--- src/hdl/evsc_consts.vh ---
// Constants for the event start-condition block.
// Assumes a 200 MHz controller clock and 32-bit APB.
`ifndef EVSC_CONSTS_VH
`define EVSC_CONSTS_VH

// ****************************
// Register offsets
// ****************************
`define EVSC_OFF_CTRL 8'h00
`define EVSC_OFF_SOLAR 8'h04
`define EVSC_OFF_EXT 8'h08
`define EVSC_OFF_TIME 8'h0C
`define EVSC_OFF_RATE 8'h10
`define EVSC_OFF_STATUS 8'h14

// ****************************
// Control register fields
// ****************************
`define EVSC_REGULATION_PROGRAM_SELECT_LSB 0
`define EVSC_LOADF_LSB 4
`define EVSC_GENF_LSB 8
`define EVSC_MODE_LSB 12
`define EVSC_CODE_LSB 16

// ****************************
// Reset values and codes
// ****************************
`define EVSC_EXT_ZERO 8'h50
`define EVSC_REGULATION_PROGRAM_SELECT_EVENT 3'h4
`define EVSC_FN_ON 4'h4
`define EVSC_FN_OFF 4'h5
`define EVSC_MODE_EXT 2'h2

// ****************************
// Parameter selectors shown after a code is chosen
// ****************************
`define EVSC_SHOW_SOLAR 3'h0
`define EVSC_SHOW_EXT 3'h1
`define EVSC_SHOW_TIME 3'h2
`define EVSC_SHOW_RATE 3'h3
`define EVSC_SHOW_NONE 3'h7

// ****************************
// Timing
// ****************************
`define EVSC_CLK_MHZ 200
`define EVSC_MS_PER_MIN 60000
`define EVSC_SOLAR_DELAY_MIN 6

`endif

--- src/hdl/evsc_start_logic.v ---
// Event controller start condition, event state and terminal drive.
// Assumes voltages, time of day and qualifiers arrive on mclk_i; the
// push-button comes from a pin and is synchronised here.
//
// What this block does
// - Event controller runs only with regulation program 4, off for 0-3.
// - Terminal follows the event only when its function is 4 or 5.
// - Codes 0/1: solar open-circuit voltage above/below solar threshold.
// - Codes 2/3: external sense voltage above/below external threshold.
// - Codes 4/5: button on/off and time of day past time setting.
// - Codes 8-11 repeat every 10, 30, 60, 120 minutes after time setting.
// - Code 12: time of day past time setting, 0.0 to 23.9 hours.
// - Code 14 repeats every 0-240 minutes, code 15 every 0.0-24.0 hours.
// - Solar conditions may lag up to six minutes; logic tolerates it.
// - External threshold is offset code: 80 is 0 V, 0.1 V steps.
// - External and button conditions count only in sense input mode 2.
// - Status shows which setting belongs to the chosen start code.
// - Idle event starts when start and both qualifiers are true.
// - Active event stops on stop condition or either qualifier false.
// - Function 4 drives terminal on, function 5 off, while active.
//
// Chosen here: the register addresses and the APB slave port.
`include "evsc_consts.vh"
`default_nettype none

module evsc_start_logic #(
  parameter CYC_PER_MS = 200000,
  parameter MS_PER_MIN = 60000
) (
  input wire mclk_i,
  input wire reset_n_i,
  input wire psel_i,
  input wire penable_i,
  input wire pwrite_i,
  input wire [7:0] paddr_i,
  input wire [31:0] pwdata_i,
  output reg [31:0] prdata_o,
  output reg pready_o,
  output reg pslverr_o,
  input wire [7:0] solar_voltage_i,
  input wire [7:0] external_sense_voltage_i,
  input wire push_button_input_i,
  input wire [7:0] time_of_day_i,
  input wire stop_condition_i,
  input wire state_qualifier_i,
  input wire temp_time_qualifier_i,
  output reg event_active_o,
  output reg start_condition_o,
  output reg load_terminal_event_o,
  output reg load_terminal_on_o,
  output reg general_terminal_event_o,
  output reg general_terminal_on_o
);

  // ****************************
  // Local definitions
  // ****************************
  localparam EV_IDLE = 1'b0;
  localparam EV_ACTIVE = 1'b1;
  localparam [17:0] MS_LAST = CYC_PER_MS[17:0] - 18'h00001;
  localparam [15:0] MIN_LAST = MS_PER_MIN[15:0] - 16'h0001;

  // Interval in minutes for a repeat code, zero when not a repeat code
  function [11:0] interval_min;
    input [3:0] code;
    input [7:0] rate;
    begin
      case (code)
        4'h8: interval_min = 12'h00A;
        4'h9: interval_min = 12'h01E;
        4'hA: interval_min = 12'h03C;
        4'hB: interval_min = 12'h078;
        4'hE: interval_min = {4'h0, rate};
        4'hF: interval_min = {1'b0, rate, 3'h0} - {3'h0, rate, 1'b0};
        default: interval_min = 12'h000;
      endcase
    end
  endfunction

  // True when an output function hands the terminal to the event
  function fn_is_event;
    input [3:0] fn;
    begin
      fn_is_event = (fn == `EVSC_FN_ON) || (fn == `EVSC_FN_OFF);
    end
  endfunction

  // ****************************
  // Settings registers
  // ****************************
  reg [2:0] regulation_program_select_q;
  reg [3:0] load_terminal_function_q;
  reg [3:0] general_terminal_function_q;
  reg [1:0] sense_input_mode_q;
  reg [3:0] start_condition_code_q;
  reg [7:0] solar_threshold_q;
  reg [7:0] ext_threshold_q;
  reg [7:0] time_setting_q;
  reg [7:0] repeat_rate_q;
  reg pb_meta_q;
  reg pb_sync_q;
  reg [17:0] ms_cnt_q;
  reg [15:0] min_div_q;
  reg minute_tick_q;
  reg [11:0] rep_cnt_q;
  reg [3:0] code_seen_q;
  reg state_q;
  wire apb_setup;
  wire apb_done;
  wire wr_en;
  reg [31:0] rd_data;
  reg rd_hit;
  reg [2:0] show_sel;
  wire ev_enabled;

  assign apb_setup = psel_i && penable_i && !pready_o;
  assign apb_done = psel_i && penable_i && pready_o;
  assign wr_en = apb_done && pwrite_i;

  // ****************************
  // APB slave
  // ****************************
  // One wait state: pready rises the cycle after the access phase opens
  always @(posedge mclk_i or negedge reset_n_i) begin
    if (!reset_n_i) begin
      pready_o <= 1'b0;
      pslverr_o <= 1'b0;
      prdata_o <= 32'h00000000;
    end else begin
      pready_o <= apb_setup;
      pslverr_o <= apb_setup && !rd_hit;
      if (apb_setup && !pwrite_i) begin
        prdata_o <= rd_data;
      end else if (apb_done) begin
        prdata_o <= 32'h00000000;
      end
    end
  end

  // Read mux; status writes are ignored, unmapped gives pslverr
  always @* begin
    rd_data = 32'h00000000;
    rd_hit = 1'b1;
    case (paddr_i)
      `EVSC_OFF_CTRL: begin
        rd_data[`EVSC_REGULATION_PROGRAM_SELECT_LSB +: 3] = regulation_program_select_q;
        rd_data[`EVSC_LOADF_LSB +: 4] = load_terminal_function_q;
        rd_data[`EVSC_GENF_LSB +: 4] = general_terminal_function_q;
        rd_data[`EVSC_MODE_LSB +: 2] = sense_input_mode_q;
        rd_data[`EVSC_CODE_LSB +: 4] = start_condition_code_q;
      end
      `EVSC_OFF_SOLAR: rd_data[7:0] = solar_threshold_q;
      `EVSC_OFF_EXT: rd_data[7:0] = ext_threshold_q;
      `EVSC_OFF_TIME: rd_data[7:0] = time_setting_q;
      `EVSC_OFF_RATE: rd_data[7:0] = repeat_rate_q;
      `EVSC_OFF_STATUS: begin
        rd_data[0] = start_condition_o;
        rd_data[1] = event_active_o;
        rd_data[2] = ev_enabled;
        rd_data[3] = pb_sync_q;
        rd_data[6:4] = show_sel;
        rd_data[7] = load_terminal_on_o;
        rd_data[8] = general_terminal_on_o;
      end
      default: rd_hit = 1'b0;
    endcase
  end

  // Settings writes, taken at the completing edge
  always @(posedge mclk_i or negedge reset_n_i) begin
    if (!reset_n_i) begin
      regulation_program_select_q <= 3'h0;
      load_terminal_function_q <= 4'h0;
      general_terminal_function_q <= 4'h0;
      sense_input_mode_q <= 2'h0;
      start_condition_code_q <= 4'h0;
      solar_threshold_q <= 8'h00;
      ext_threshold_q <= `EVSC_EXT_ZERO;
      time_setting_q <= 8'h00;
      repeat_rate_q <= 8'h00;
    end else if (wr_en) begin
      case (paddr_i)
        `EVSC_OFF_CTRL: begin
          regulation_program_select_q <= pwdata_i[`EVSC_REGULATION_PROGRAM_SELECT_LSB +: 3];
          load_terminal_function_q <= pwdata_i[`EVSC_LOADF_LSB +: 4];
          general_terminal_function_q <= pwdata_i[`EVSC_GENF_LSB +: 4];
          sense_input_mode_q <= pwdata_i[`EVSC_MODE_LSB +: 2];
          start_condition_code_q <= pwdata_i[`EVSC_CODE_LSB +: 4];
        end
        `EVSC_OFF_SOLAR: solar_threshold_q <= pwdata_i[7:0];
        `EVSC_OFF_EXT: ext_threshold_q <= pwdata_i[7:0];
        `EVSC_OFF_TIME: time_setting_q <= pwdata_i[7:0];
        `EVSC_OFF_RATE: repeat_rate_q <= pwdata_i[7:0];
        default: ;
      endcase
    end
  end

  // ****************************
  // Inputs and time base
  // ****************************
  // Button pin passes two flops before any use
  always @(posedge mclk_i or negedge reset_n_i) begin
    if (!reset_n_i) begin
      pb_meta_q <= 1'b0;
      pb_sync_q <= 1'b0;
    end else begin
      pb_meta_q <= push_button_input_i;
      pb_sync_q <= pb_meta_q;
    end
  end

  // Millisecond then minute divider; two stages keep counters small
  always @(posedge mclk_i or negedge reset_n_i) begin
    if (!reset_n_i) begin
      ms_cnt_q <= 18'h00000;
      min_div_q <= 16'h0000;
      minute_tick_q <= 1'b0;
    end else begin
      minute_tick_q <= 1'b0;
      if (ms_cnt_q == MS_LAST) begin
        ms_cnt_q <= 18'h00000;
        if (min_div_q == MIN_LAST) begin
          min_div_q <= 16'h0000;
          minute_tick_q <= 1'b1;
        end else begin
          min_div_q <= min_div_q + 16'h0001;
        end
      end else begin
        ms_cnt_q <= ms_cnt_q + 18'h00001;
      end
    end
  end

  // ****************************
  // Start condition
  // ****************************
  wire time_past;
  wire ext_ok;
  wire [11:0] interval;
  wire rep_hit;
  reg start_cond;
  assign ev_enabled = regulation_program_select_q == `EVSC_REGULATION_PROGRAM_SELECT_EVENT;
  assign time_past = time_of_day_i > time_setting_q;
  // external and button need mode 2
  assign ext_ok = sense_input_mode_q == `EVSC_MODE_EXT;
  assign interval = interval_min(start_condition_code_q, repeat_rate_q);
  // A stale count must not fire in the cycle the code changes
  assign rep_hit = minute_tick_q && (interval != 12'h000) &&
                   (code_seen_q == start_condition_code_q) &&
                   (rep_cnt_q + 12'h001 >= interval);

  // Repeat minute counter restarts when the code changes
  always @(posedge mclk_i or negedge reset_n_i) begin
    if (!reset_n_i) begin
      rep_cnt_q <= 12'h000;
      code_seen_q <= 4'h0;
    end else begin
      code_seen_q <= start_condition_code_q;
      if (code_seen_q != start_condition_code_q) begin
        rep_cnt_q <= 12'h000;
      end else if (rep_hit) begin
        rep_cnt_q <= 12'h000;
      end else if (minute_tick_q) begin
        rep_cnt_q <= rep_cnt_q + 12'h001;
      end
    end
  end

  // Per-code start level or pulse
  // solar value is used as delivered, so measurement lag is harmless
  always @* begin
    start_cond = 1'b0;
    case (start_condition_code_q)
      4'h0: start_cond = solar_voltage_i > solar_threshold_q;
      4'h1: start_cond = solar_voltage_i < solar_threshold_q;
      // external compare, both in offset code
      4'h2: start_cond = ext_ok && (external_sense_voltage_i > ext_threshold_q);
      4'h3: start_cond = ext_ok && (external_sense_voltage_i < ext_threshold_q);
      4'h4: start_cond = ext_ok && pb_sync_q && time_past;
      4'h5: start_cond = ext_ok && !pb_sync_q && time_past;
      4'h8, 4'h9, 4'hA, 4'hB: start_cond = rep_hit && time_past;
      4'hC: start_cond = time_past;
      4'hE, 4'hF: start_cond = rep_hit;
      default: start_cond = 1'b0;
    endcase
  end

  // setting that goes with the chosen code
  always @* begin
    case (start_condition_code_q)
      4'h0, 4'h1: show_sel = `EVSC_SHOW_SOLAR;
      4'h2, 4'h3: show_sel = `EVSC_SHOW_EXT;
      4'h4, 4'h5, 4'h8, 4'h9, 4'hA, 4'hB, 4'hC: show_sel = `EVSC_SHOW_TIME;
      4'hE, 4'hF: show_sel = `EVSC_SHOW_RATE;
      default: show_sel = `EVSC_SHOW_NONE;
    endcase
  end

  // ****************************
  // Event state
  // ****************************
  reg state_d;
  wire quals;
  assign quals = state_qualifier_i && temp_time_qualifier_i;
  always @* begin
    state_d = state_q;
    case (state_q)
      EV_IDLE: begin
        if (ev_enabled && start_cond && quals) begin
          state_d = EV_ACTIVE;
        end
      end
      EV_ACTIVE: begin
        if (!ev_enabled || stop_condition_i || !quals) begin
          state_d = EV_IDLE;
        end
      end
      default: state_d = EV_IDLE;
    endcase
  end

  always @(posedge mclk_i or negedge reset_n_i) begin
    if (!reset_n_i) begin
      state_q <= EV_IDLE;
    end else begin
      state_q <= state_d;
    end
  end

  // ****************************
  // Outputs
  // ****************************
  // Registered so every output leaves a flop
  always @(posedge mclk_i or negedge reset_n_i) begin
    if (!reset_n_i) begin
      event_active_o <= 1'b0;
      start_condition_o <= 1'b0;
      load_terminal_event_o <= 1'b0;
      load_terminal_on_o <= 1'b0;
      general_terminal_event_o <= 1'b0;
      general_terminal_on_o <= 1'b0;
    end else begin
      event_active_o <= state_d;
      start_condition_o <= start_cond;
      // only functions 4 and 5 hand over the terminal
      load_terminal_event_o <= ev_enabled && fn_is_event(load_terminal_function_q);
      general_terminal_event_o <= ev_enabled && fn_is_event(general_terminal_function_q);
      // function 4 on, function 5 off, while active
      load_terminal_on_o <= ev_enabled && fn_is_event(load_terminal_function_q) &&
                            (state_d == (load_terminal_function_q == `EVSC_FN_ON));
      general_terminal_on_o <= ev_enabled && fn_is_event(general_terminal_function_q) &&
                               (state_d == (general_terminal_function_q == `EVSC_FN_ON));
    end
  end

endmodule
`default_nettype wire

--- config.mk ---
export PLATFORM = sky130hd
export DESIGN_NAME = evsc_start_logic
export DESIGN_NICKNAME = d
export VERILOG_FILES = /design/src/hdl/evsc_start_logic.v
export VERILOG_INCLUDE_DIRS = /design/src /design/src/hdl
export SDC_FILE = /design/constraint.sdc
export NUM_CORES = 1
export LEC_CHECK = 0
export ABC_AREA = 0
export BUFFER_PORTS_ARGS = -buffer_cell sky130_fd_sc_hd__buf_2
export CAP_MARGIN = 20
export CORE_ASPECT_RATIO = 1.4
export CORE_UTILIZATION = 25
export CTS_CLUSTER_SIZE = 10
export DETAILED_ROUTE_END_ITERATION = 10
export PLACE_DENSITY_LB_ADDON = 0.3
export REMOVE_ABC_BUFFERS = 1
export SYNTH_ARGS = -nofsm -noshare
export SYNTH_HDL_FRONTEND = slang
export SYNTH_SLANG_ARGS = --single-unit
--- constraint.sdc ---
create_clock -name mclk_i -period 4.85 [get_ports mclk_i]
set_clock_uncertainty 0.1 [all_clocks]
set_input_delay 0.7275 -clock mclk_i [delete_from_list [all_inputs] [get_ports mclk_i]]
set_output_delay 0.7275 -clock mclk_i [all_outputs]
set_load 0.05 [all_outputs]
==> Yosys cells after proc, flatten, opt, wreduce, memory -nomap -nowiden <==
Memories as Yosys holds them, arrays and structs flattened.
Index checks and enable logic that the tools add are counted.
{ "totals": {"ff_bits": 142, "mem_bits_ro": 48, "input_bits": 73, "out_inout_bits": 40, "wordCells": 133, "memories": 1} }
{ "memory_table": {"columns": ["memory", "depth", "word_bits", "rd", "rd_clocked_by_memory_dff", "write_ports", "line_no", "source"], "rows": [
  ["(no name shown)", 16, 3, 1, 0, 0, "evsc_start_logic.v:291", "case (start_condition_code_q)"]
]} }
{ "op_classes": {"add_sub_neg": 4, "n_lt_le_gt_ge": 6, "eq_ne": 29, "mux": 21, "bitwise": 1, "reduce_logical": 46} }
{ "op_table": {"columns": ["cell", "n"], "rows": [
  ["case mux 12 bit (6 select lines)", 1],
  ["two-way mux 32 bit", 2],
  ["two-way mux 12 bit", 3],
  ["== test 4 bit, second input constant", 7],
  ["== test 4 x 3 -> 1 bit, second input constant", 6],
  ["> comparator 8 bit", 3],
  ["case mux 4 bit (6 select lines)", 1],
  ["logical AND 1 bit", 23],
  ["adder 18 x 1 -> 18 bit, second input constant", 1],
  ["== test 18 bit, second input constant", 1],
  ["two-way mux 18 bit", 1],
  ["case mux 3 bit (6 select lines)", 1],
  ["adder 16 x 1 -> 16 bit, second input constant", 1],
  ["== test 16 bit, second input constant", 1],
  ["== test 8 x 4 -> 1 bit, second input constant", 2],
  ["== test 8 x 5 -> 1 bit, second input constant", 2],
  ["less-than comparator 8 bit", 2],
  ["two-way mux 16 bit", 1],
  ["adder 12 x 1 -> 12 bit, second input constant", 1],
  ["greater-or-equal comparator 12 bit", 1],
  ["nonzero test 12 bit", 1],
  ["subtractor 11 x 9 -> 12 bit", 1],
  ["AND reduction 2 bit", 5],
  ["case mux 1 bit (9 select lines)", 1],
  ["23 further kinds", 38]
]} }

==> Longest topological paths before layout <==
{ "logic_depth": {"depth_word": 14, "ltp_mapped": 18, "depth_no_buf": 17} }

==> Worst setup path after synthesis <==
Ideal clock, no wire load.
{ "synth_timing": {"path_type": "reg2reg", "start": "reg repeat_rate_q[0]", "end": "reg general_terminal_on_o", "arrival_time_ns": 3.473, "required_ns": 4.677, "path_slack_ns": 1.204, "path_stages_with_launch": 17, "n_path_buf": 0, "period_less_slack_ns": 3.646, "cell_sequence": "dfrtp_1 ha_1 a21o_1 a21oi_1 xor2_1 a21oi_1 o21ai_0 ha_1 a21o_1 a21oi_1 o21ai_0 nand2_1 a311o_2 o21ai_4 a211oi_2 or3_1 a21boi_2"} }
{ "synth_via": {"elab_chain_len": 14, "word_cells_on_any_way": 15, "classes_between": "1 x add/sub; 1 x order compare; 1 x eq/ne; 4 x mux; 8 x reduce/logical"} }
{ "synth_rtl": {"columns": ["item", "line_no", "source"], "rows": [
  ["from (decl)", "evsc_start_logic.v:99", "reg [7:0] repeat_rate_q;"],
  ["from (signal assigned)", "evsc_start_logic.v:193", "`EVSC_OFF_RATE: repeat_rate_q <= pwdata_i[7:0];"],
  ["subtractor 11 x 9 -> 12 bit", "evsc_start_logic.v:74", "4'hF: interval_min = {1'b0, rate, 3'h0} - {3'h0, rate, 1'b0};"],
  ["case mux 12 bit (6 select lines) *", "evsc_start_logic.v:68", "case (code)"],
  ["branches (longest 3 deep; another with greater-or-equal comparator 12 bit)", null, null],
  ["logical AND 1 bit *", "evsc_start_logic.v:250", "(code_seen_q == start_condition_code_q) &&"],
  ["logical AND 1 bit", "evsc_start_logic.v:282", "4'h8, 4'h9, 4'hA, 4'hB: start_cond = rep_hit && time_past;"],
  ["case mux 1 bit (9 select lines) *", "evsc_start_logic.v:274", "case (start_condition_code_q)"],
  ["logical AND 1 bit * (2 in a row)", "evsc_start_logic.v:310", "if (ev_enabled && start_cond && quals) begin"],
  ["two-way mux 1 bit *", "evsc_start_logic.v:310", null],
  ["case mux 1 bit (2 select lines) *", "evsc_start_logic.v:308", "case (state_q)"],
  ["== test 1 bit *", "evsc_start_logic.v:353", "(state_d == (general_terminal_function_q == `EVSC_FN_ON));"],
  ["logical AND 1 bit *", "evsc_start_logic.v:352", "general_terminal_on_o <= ev_enabled && fn_is_event(general_terminal_function_q) &&"],
  ["to (signal assigned)", "evsc_start_logic.v:352", null],
  ["to (decl)", "evsc_start_logic.v:52", "output reg general_terminal_on_o"]
]} }
Every way passes the cells marked *.
A chain may end at the register's enable or synchronous reset.

==> Final worst setup path <==
{ "layout_timing": {"start": "reg repeat_rate_q[6]", "end": "reg load_terminal_on_o"} }
{ "layout_via": {"elab_chain_len": 14, "word_cells_on_any_way": 15, "classes_between": "1 x add/sub; 1 x order compare; 1 x eq/ne; 4 x mux; 8 x reduce/logical"} }
{ "layout_rtl": {"columns": ["item", "line_no", "source"], "rows": [
  ["subtractor 11 x 9 -> 12 bit", "evsc_start_logic.v:74", null],
  ["case mux 12 bit (6 select lines) *", "evsc_start_logic.v:68", null],
  ["branches (longest 3 deep; another with greater-or-equal comparator 12 bit)", null, null],
  ["logical AND 1 bit *", "evsc_start_logic.v:250", null],
  ["logical AND 1 bit", "evsc_start_logic.v:282", null],
  ["case mux 1 bit (9 select lines) *", "evsc_start_logic.v:274", null],
  ["logical AND 1 bit * (2 in a row)", "evsc_start_logic.v:310", null],
  ["two-way mux 1 bit *", "evsc_start_logic.v:310", null],
  ["case mux 1 bit (2 select lines) *", "evsc_start_logic.v:308", null],
  ["== test 1 bit *", "evsc_start_logic.v:351", "(state_d == (load_terminal_function_q == `EVSC_FN_ON));"],
  ["logical AND 1 bit *", "evsc_start_logic.v:350", "load_terminal_on_o <= ev_enabled && fn_is_event(load_terminal_function_q) &&"],
  ["to (signal assigned)", "evsc_start_logic.v:350", null],
  ["to (decl)", "evsc_start_logic.v:50", "output reg load_terminal_on_o,"]
]} }
Marked as above.

==> run_summary.xml <==
<?xml version="1.0" encoding="UTF-8"?>
<metrics>
  <group name="synthesis">
    <metric name="syn_warnings" unit="">0</metric>
    <metric name="synth_seq_area_share" unit="%">43.0</metric>
    <metric name="synth_cell_types" unit="">73</metric>
    <metric name="synth.cells.most_frequent" unit="">dfrtp_1 (126), nand2_1 (81), o21ai_0 (60), ha_1 (46), inv_1 (40)</metric>
    <metric name="yosys.area_share.simple" unit="%">17.0</metric>
    <metric name="synth_seq_cells" unit="">128</metric>
    <metric name="postSynthCellCount" unit="">746</metric>
    <metric name="synthArstFlopShare" unit="%">100</metric>
    <metric name="synth_area_in_compound_gates" unit="%">14.2</metric>
    <metric name="synth_top_family_by_area" unit="">simple AND/OR/NAND/NOR gates</metric>
    <metric name="synth_top_area_share" unit="%">42.3</metric>
    <metric name="synth.top_cells.by_area" unit="">dfrtp_1 (42%), ha_1 (7.7%), mux2_2 (5.3%)</metric>
    <metric name="synth_flop_cell" unit="">dfrtp_1</metric>
    <metric name="yosys.cell_count.top_type" unit="">dfrtp_1</metric>
    <metric name="synth-edff-count" unit="">0</metric>
    <metric name="synth_area_per_cell" unit="µm²">9.98</metric>
    <metric name="synthXorXnorAreaFrac" unit="%">5.29</metric>
    <metric name="synthMuxAreaShare" unit="%">7.51</metric>
    <metric name="synth-adder-area-share" unit="%">7.73</metric>
    <metric name="synth_largest_area_cell" unit="">dfrtp_1</metric>
    <metric name="syn-cell-area" unit="µm²">7450</metric>
  </group>
  <group name="timing">
    <metric name="layout_worst_path_cycle_share" unit="%">82.8</metric>
    <metric name="worst_slew_pin_slew" unit="ps">945</metric>
    <metric name="finalSetupViolations" unit="">0</metric>
    <metric name="post-route-min-period" unit="ps">4020</metric>
    <metric name="final.setup.worst_slack" unit="ps">832</metric>
    <metric name="final_hold_viols" unit="">0</metric>
    <metric name="grt_setup_unrepaired" unit="">false</metric>
    <metric name="slew_violations" unit="">0</metric>
    <metric name="max_clock_freq" unit="MHz">249</metric>
    <metric name="max_slew_margin" unit="%">36.8</metric>
    <metric name="tns" unit="ps">0</metric>
  </group>
  <group name="worst_setup_path">
    <metric name="regToRegSetupSlack" unit="ps">830</metric>
    <metric name="worstReg2RegEnd" unit="">load_terminal_on_o</metric>
    <metric name="rr_worst_depth" unit="">14</metric>
    <metric name="r2r_start" unit="">repeat_rate_q[6]</metric>
    <metric name="max_stage_delay" unit="ps">450</metric>
    <metric name="cp.buffers_inverters" unit="">1</metric>
    <metric name="critical_path_arrival" unit="ps">4280</metric>
    <metric name="critical_path_peak_fanout" unit="">8</metric>
    <metric name="family_with_the_most_delay_on_the_worst_path" unit="">compound AO/OA/AOI/OAI gates</metric>
    <metric name="timing_worst_setup_path_type" unit="">flip-flop to flip-flop</metric>
    <metric name="critical_path.endpoint_type" unit="">flip-flop</metric>
    <metric name="critPathRequiredTime" unit="ps">5110</metric>
    <metric name="critical_path.cell_chain" unit="">inv_1 -&gt; ha_1 -&gt; a21o_1 -&gt; a21o_1 -&gt; a21oi_1 -&gt; mux2_2 -&gt; ha_1 -&gt; and4_1 -&gt; o2111ai_1 -&gt; a311o_2 -&gt; o21ai_4 -&gt; a211oi_2 -&gt; or3_1 -&gt; a21boi_2</metric>
    <metric name="cpMaxStageDelayCell" unit="">dfrtp_1</metric>
    <metric name="worst_setup_path_start_kind" unit="">flip-flop</metric>
  </group>
  <group name="route">
    <metric name="detail_route.vias_per_cell" unit="">4.68</metric>
    <metric name="dr.first_iter.drc_count" unit="">251</metric>
    <metric name="finalWirelength" unit="mm">19.6</metric>
    <metric name="routed-via-count" unit="">5714</metric>
    <metric name="avgRoutedWirePerCell" unit="µm">16.0</metric>
    <metric name="antenna_left" unit="">0</metric>
    <metric name="detailed_routing_iterations_pass_1" unit="">4</metric>
    <metric name="drc_errors" unit="">0</metric>
  </group>
  <group name="placed_design">
    <metric name="post-place-ws" unit="ps">864</metric>
    <metric name="port_buffers" unit="">84</metric>
    <metric name="detailedPlacementHpwl" unit="mm">14.9</metric>
    <metric name="gp_congestion" unit="">0.811</metric>
  </group>
  <group name="final_layout">
    <metric name="share_of_cells_above_drive_strength_1" unit="%">22.1</metric>
    <metric name="layout-area-overhead-vs-synth" unit="%">18.9</metric>
    <metric name="final_net_count" unit="">948</metric>
    <metric name="diodes" unit="">0</metric>
  </group>
  <group name="global_route">
    <metric name="grt-ovfl-total" unit="">0</metric>
    <metric name="grt_use_total" unit="%">13.6</metric>
    <metric name="grt_first_pass_wirelength" unit="mm">31.5</metric>
    <metric name="grt_start_max_net_pins" unit="">99</metric>
    <metric name="grt_antenna_before_repair" unit="">0</metric>
    <metric name="first_global_vias" unit="">5861</metric>
  </group>
  <group name="cts">
    <metric name="post_cts_setup_buffers" unit="">0</metric>
    <metric name="clock_sinks" unit="">128</metric>
    <metric name="cts_hold_buffers" unit="">0</metric>
    <metric name="clock_tree.root_cell" unit="">clkbuf_16</metric>
    <metric name="cts.reportedPaths.clkPinSlew" unit="ps">60</metric>
    <metric name="cts-resized-gates" unit="">0</metric>
    <metric name="clkLatencyLatePin" unit="ps">430</metric>
    <metric name="cts_max_level" unit="">4</metric>
    <metric name="clock_tree.buffer_depth" unit="">2</metric>
    <metric name="tritoncts.num_buffers" unit="">17</metric>
    <metric name="tritoncts_clock_tree" unit="">yes</metric>
  </group>
  <group name="run">
    <metric name="maxCapViolations" unit="">0</metric>
  </group>
  <group name="pwr">
    <metric name="pwr_per_cell_area" unit="nW/µm²">299</metric>
    <metric name="leak_pwr" unit="nW">4.20</metric>
    <metric name="vdd_drop_max" unit="V">0.000212</metric>
  </group>
  <group name="floorplan">
    <metric name="fp-row-count" unit="">74</metric>
    <metric name="ios" unit="">113</metric>
    <metric name="core_area" unit="µm²">29300</metric>
    <metric name="start_util" unit="%">25.5</metric>
    <metric name="vertical_extent_of_the_die" unit="µm">206</metric>
    <metric name="floorplan.die.width" unit="µm">148</metric>
    <metric name="fp.dieArea" unit="µm²">30500</metric>
  </group>
  <group name="hold_path">
    <metric name="timing.hold.worst_path_depth" unit="">0</metric>
    <metric name="holdCritStartpoint" unit="">pb_meta_q</metric>
    <metric name="worstHoldPathType" unit="">flip-flop to flip-flop</metric>
    <metric name="min_delay_worst_endpoint" unit="">pb_sync_q</metric>
  </group>
  <group name="status">
    <metric name="outcome" unit="">finished clean</metric>
  </group>
</metrics>
power breakdown:
group / internal (mW) / leakage, nW / switching, mW
clock network: 0.938 / 0.311 / 0.485
logic: 0.0441 / 2.21 / 0.102
registers: 1.07 / 1.68 / 0.00415
total: 2.05 / 4.20 / 0.591
worst max-delay path by stage:
stage / startpoint / cells past startpoint / endpoint / slack [ps]
after floorplan: repeat_rate_q[0] / 16 / general_terminal_on_o / 1180
after global placement: repeat_rate_q[6] / 14 / general_terminal_on_o / 880
after detailed placement: repeat_rate_q[6] / 14 / load_terminal_on_o / 860
after CTS: repeat_rate_q[6] / 14 / load_terminal_on_o / 820
after global routing: repeat_rate_q[6] / 14 / general_terminal_on_o / 620
final: repeat_rate_q[6] / 14 / load_terminal_on_o / 830
metrics by stage:
step	power, mW	instances	hold WS (ps)	util, %	instance area, µm²
6_report	2.65	1221	248	30.3	8850
5_1_grt	2.74	1221	258	30.3	8850
4_1_cts	2.68	1221	254	30.3	8850
3_5_place_dp	1.25	1190	235	28.1	8210
3_3_place_gp	1.24	1190	234	28.1	8210
2_1_floorplan	1.17	719	231	-	7260
placed cells by master (no fill, tap or decap), types with 4 or more instances in the layout:
| cell type | instances |
|---|---|
| inv_1 | 40 |
| nor2b_1 | 9 |
| a21o_1 | 10 |
| and3_1 | 19 |
| a21oi_1 | 28 |
| bufinv_16 | 5 |
| xor2_1 | 29 |
| xnor2_1 | 16 |
| nand3_1 | 23 |
| or3_1 | 9 |
| nor3b_1 | 4 |
| nor3_1 | 11 |
| clkbuf_16 | 17 |
| o211ai_1 | 5 |
| a22o_1 | 20 |
| a211oi_1 | 4 |
| nand2_1 | 81 |
| conb_1 | 14 |
| nor2_1 | 37 |
| dfrtp_1 | 126 |
| nand4_1 | 20 |
| o21ai_0 | 60 |
| mux4_2 | 6 |
| buf_2 | 83 |
| ha_1 | 46 |
| buf_4 | 7 |
| mux2_2 | 35 |
layout make-up:
cell class	count	area (µm²)
Inverter	40	150
Multi-Input combinational cell	551	3900
Sequential cell	128	3210
Timing Repair Buffer	91	479
Clock inverter	9	180
Fill cell	3123	20400
Clock buffer	22	464
Tap cell	380	475
sequential cells by signal, indices dropped and copies added (netlist names), 8 cells and up:
signal             cells
ms_cnt_q              18
time_setting_q         8
ext_threshold_q        8
solar_threshold_q      8
repeat_rate_q          8
rep_cnt_q             12
prdata_o              18
min_div_q             16
cell families after synthesis:
family	after synthesis
buf+inv	80
other cells	1
flops	128
mux	44
fa+ha+maj	46
xor+xnor	45
compound gates	159
simple gates	243
per-layer routing:
metal | GRT usage, % | up-vias | part of all wire, %
li1 | - | 2811 | -
met1 | 15.9 | 2773 | 44
met2 | 24.4 | 106 | 52
met3 | 2.47 | 24 | 2.4
met4 | 5.41 | 0 | 2.1
met5 | 0 | - | 0
(Power assumes the default switching activity.)
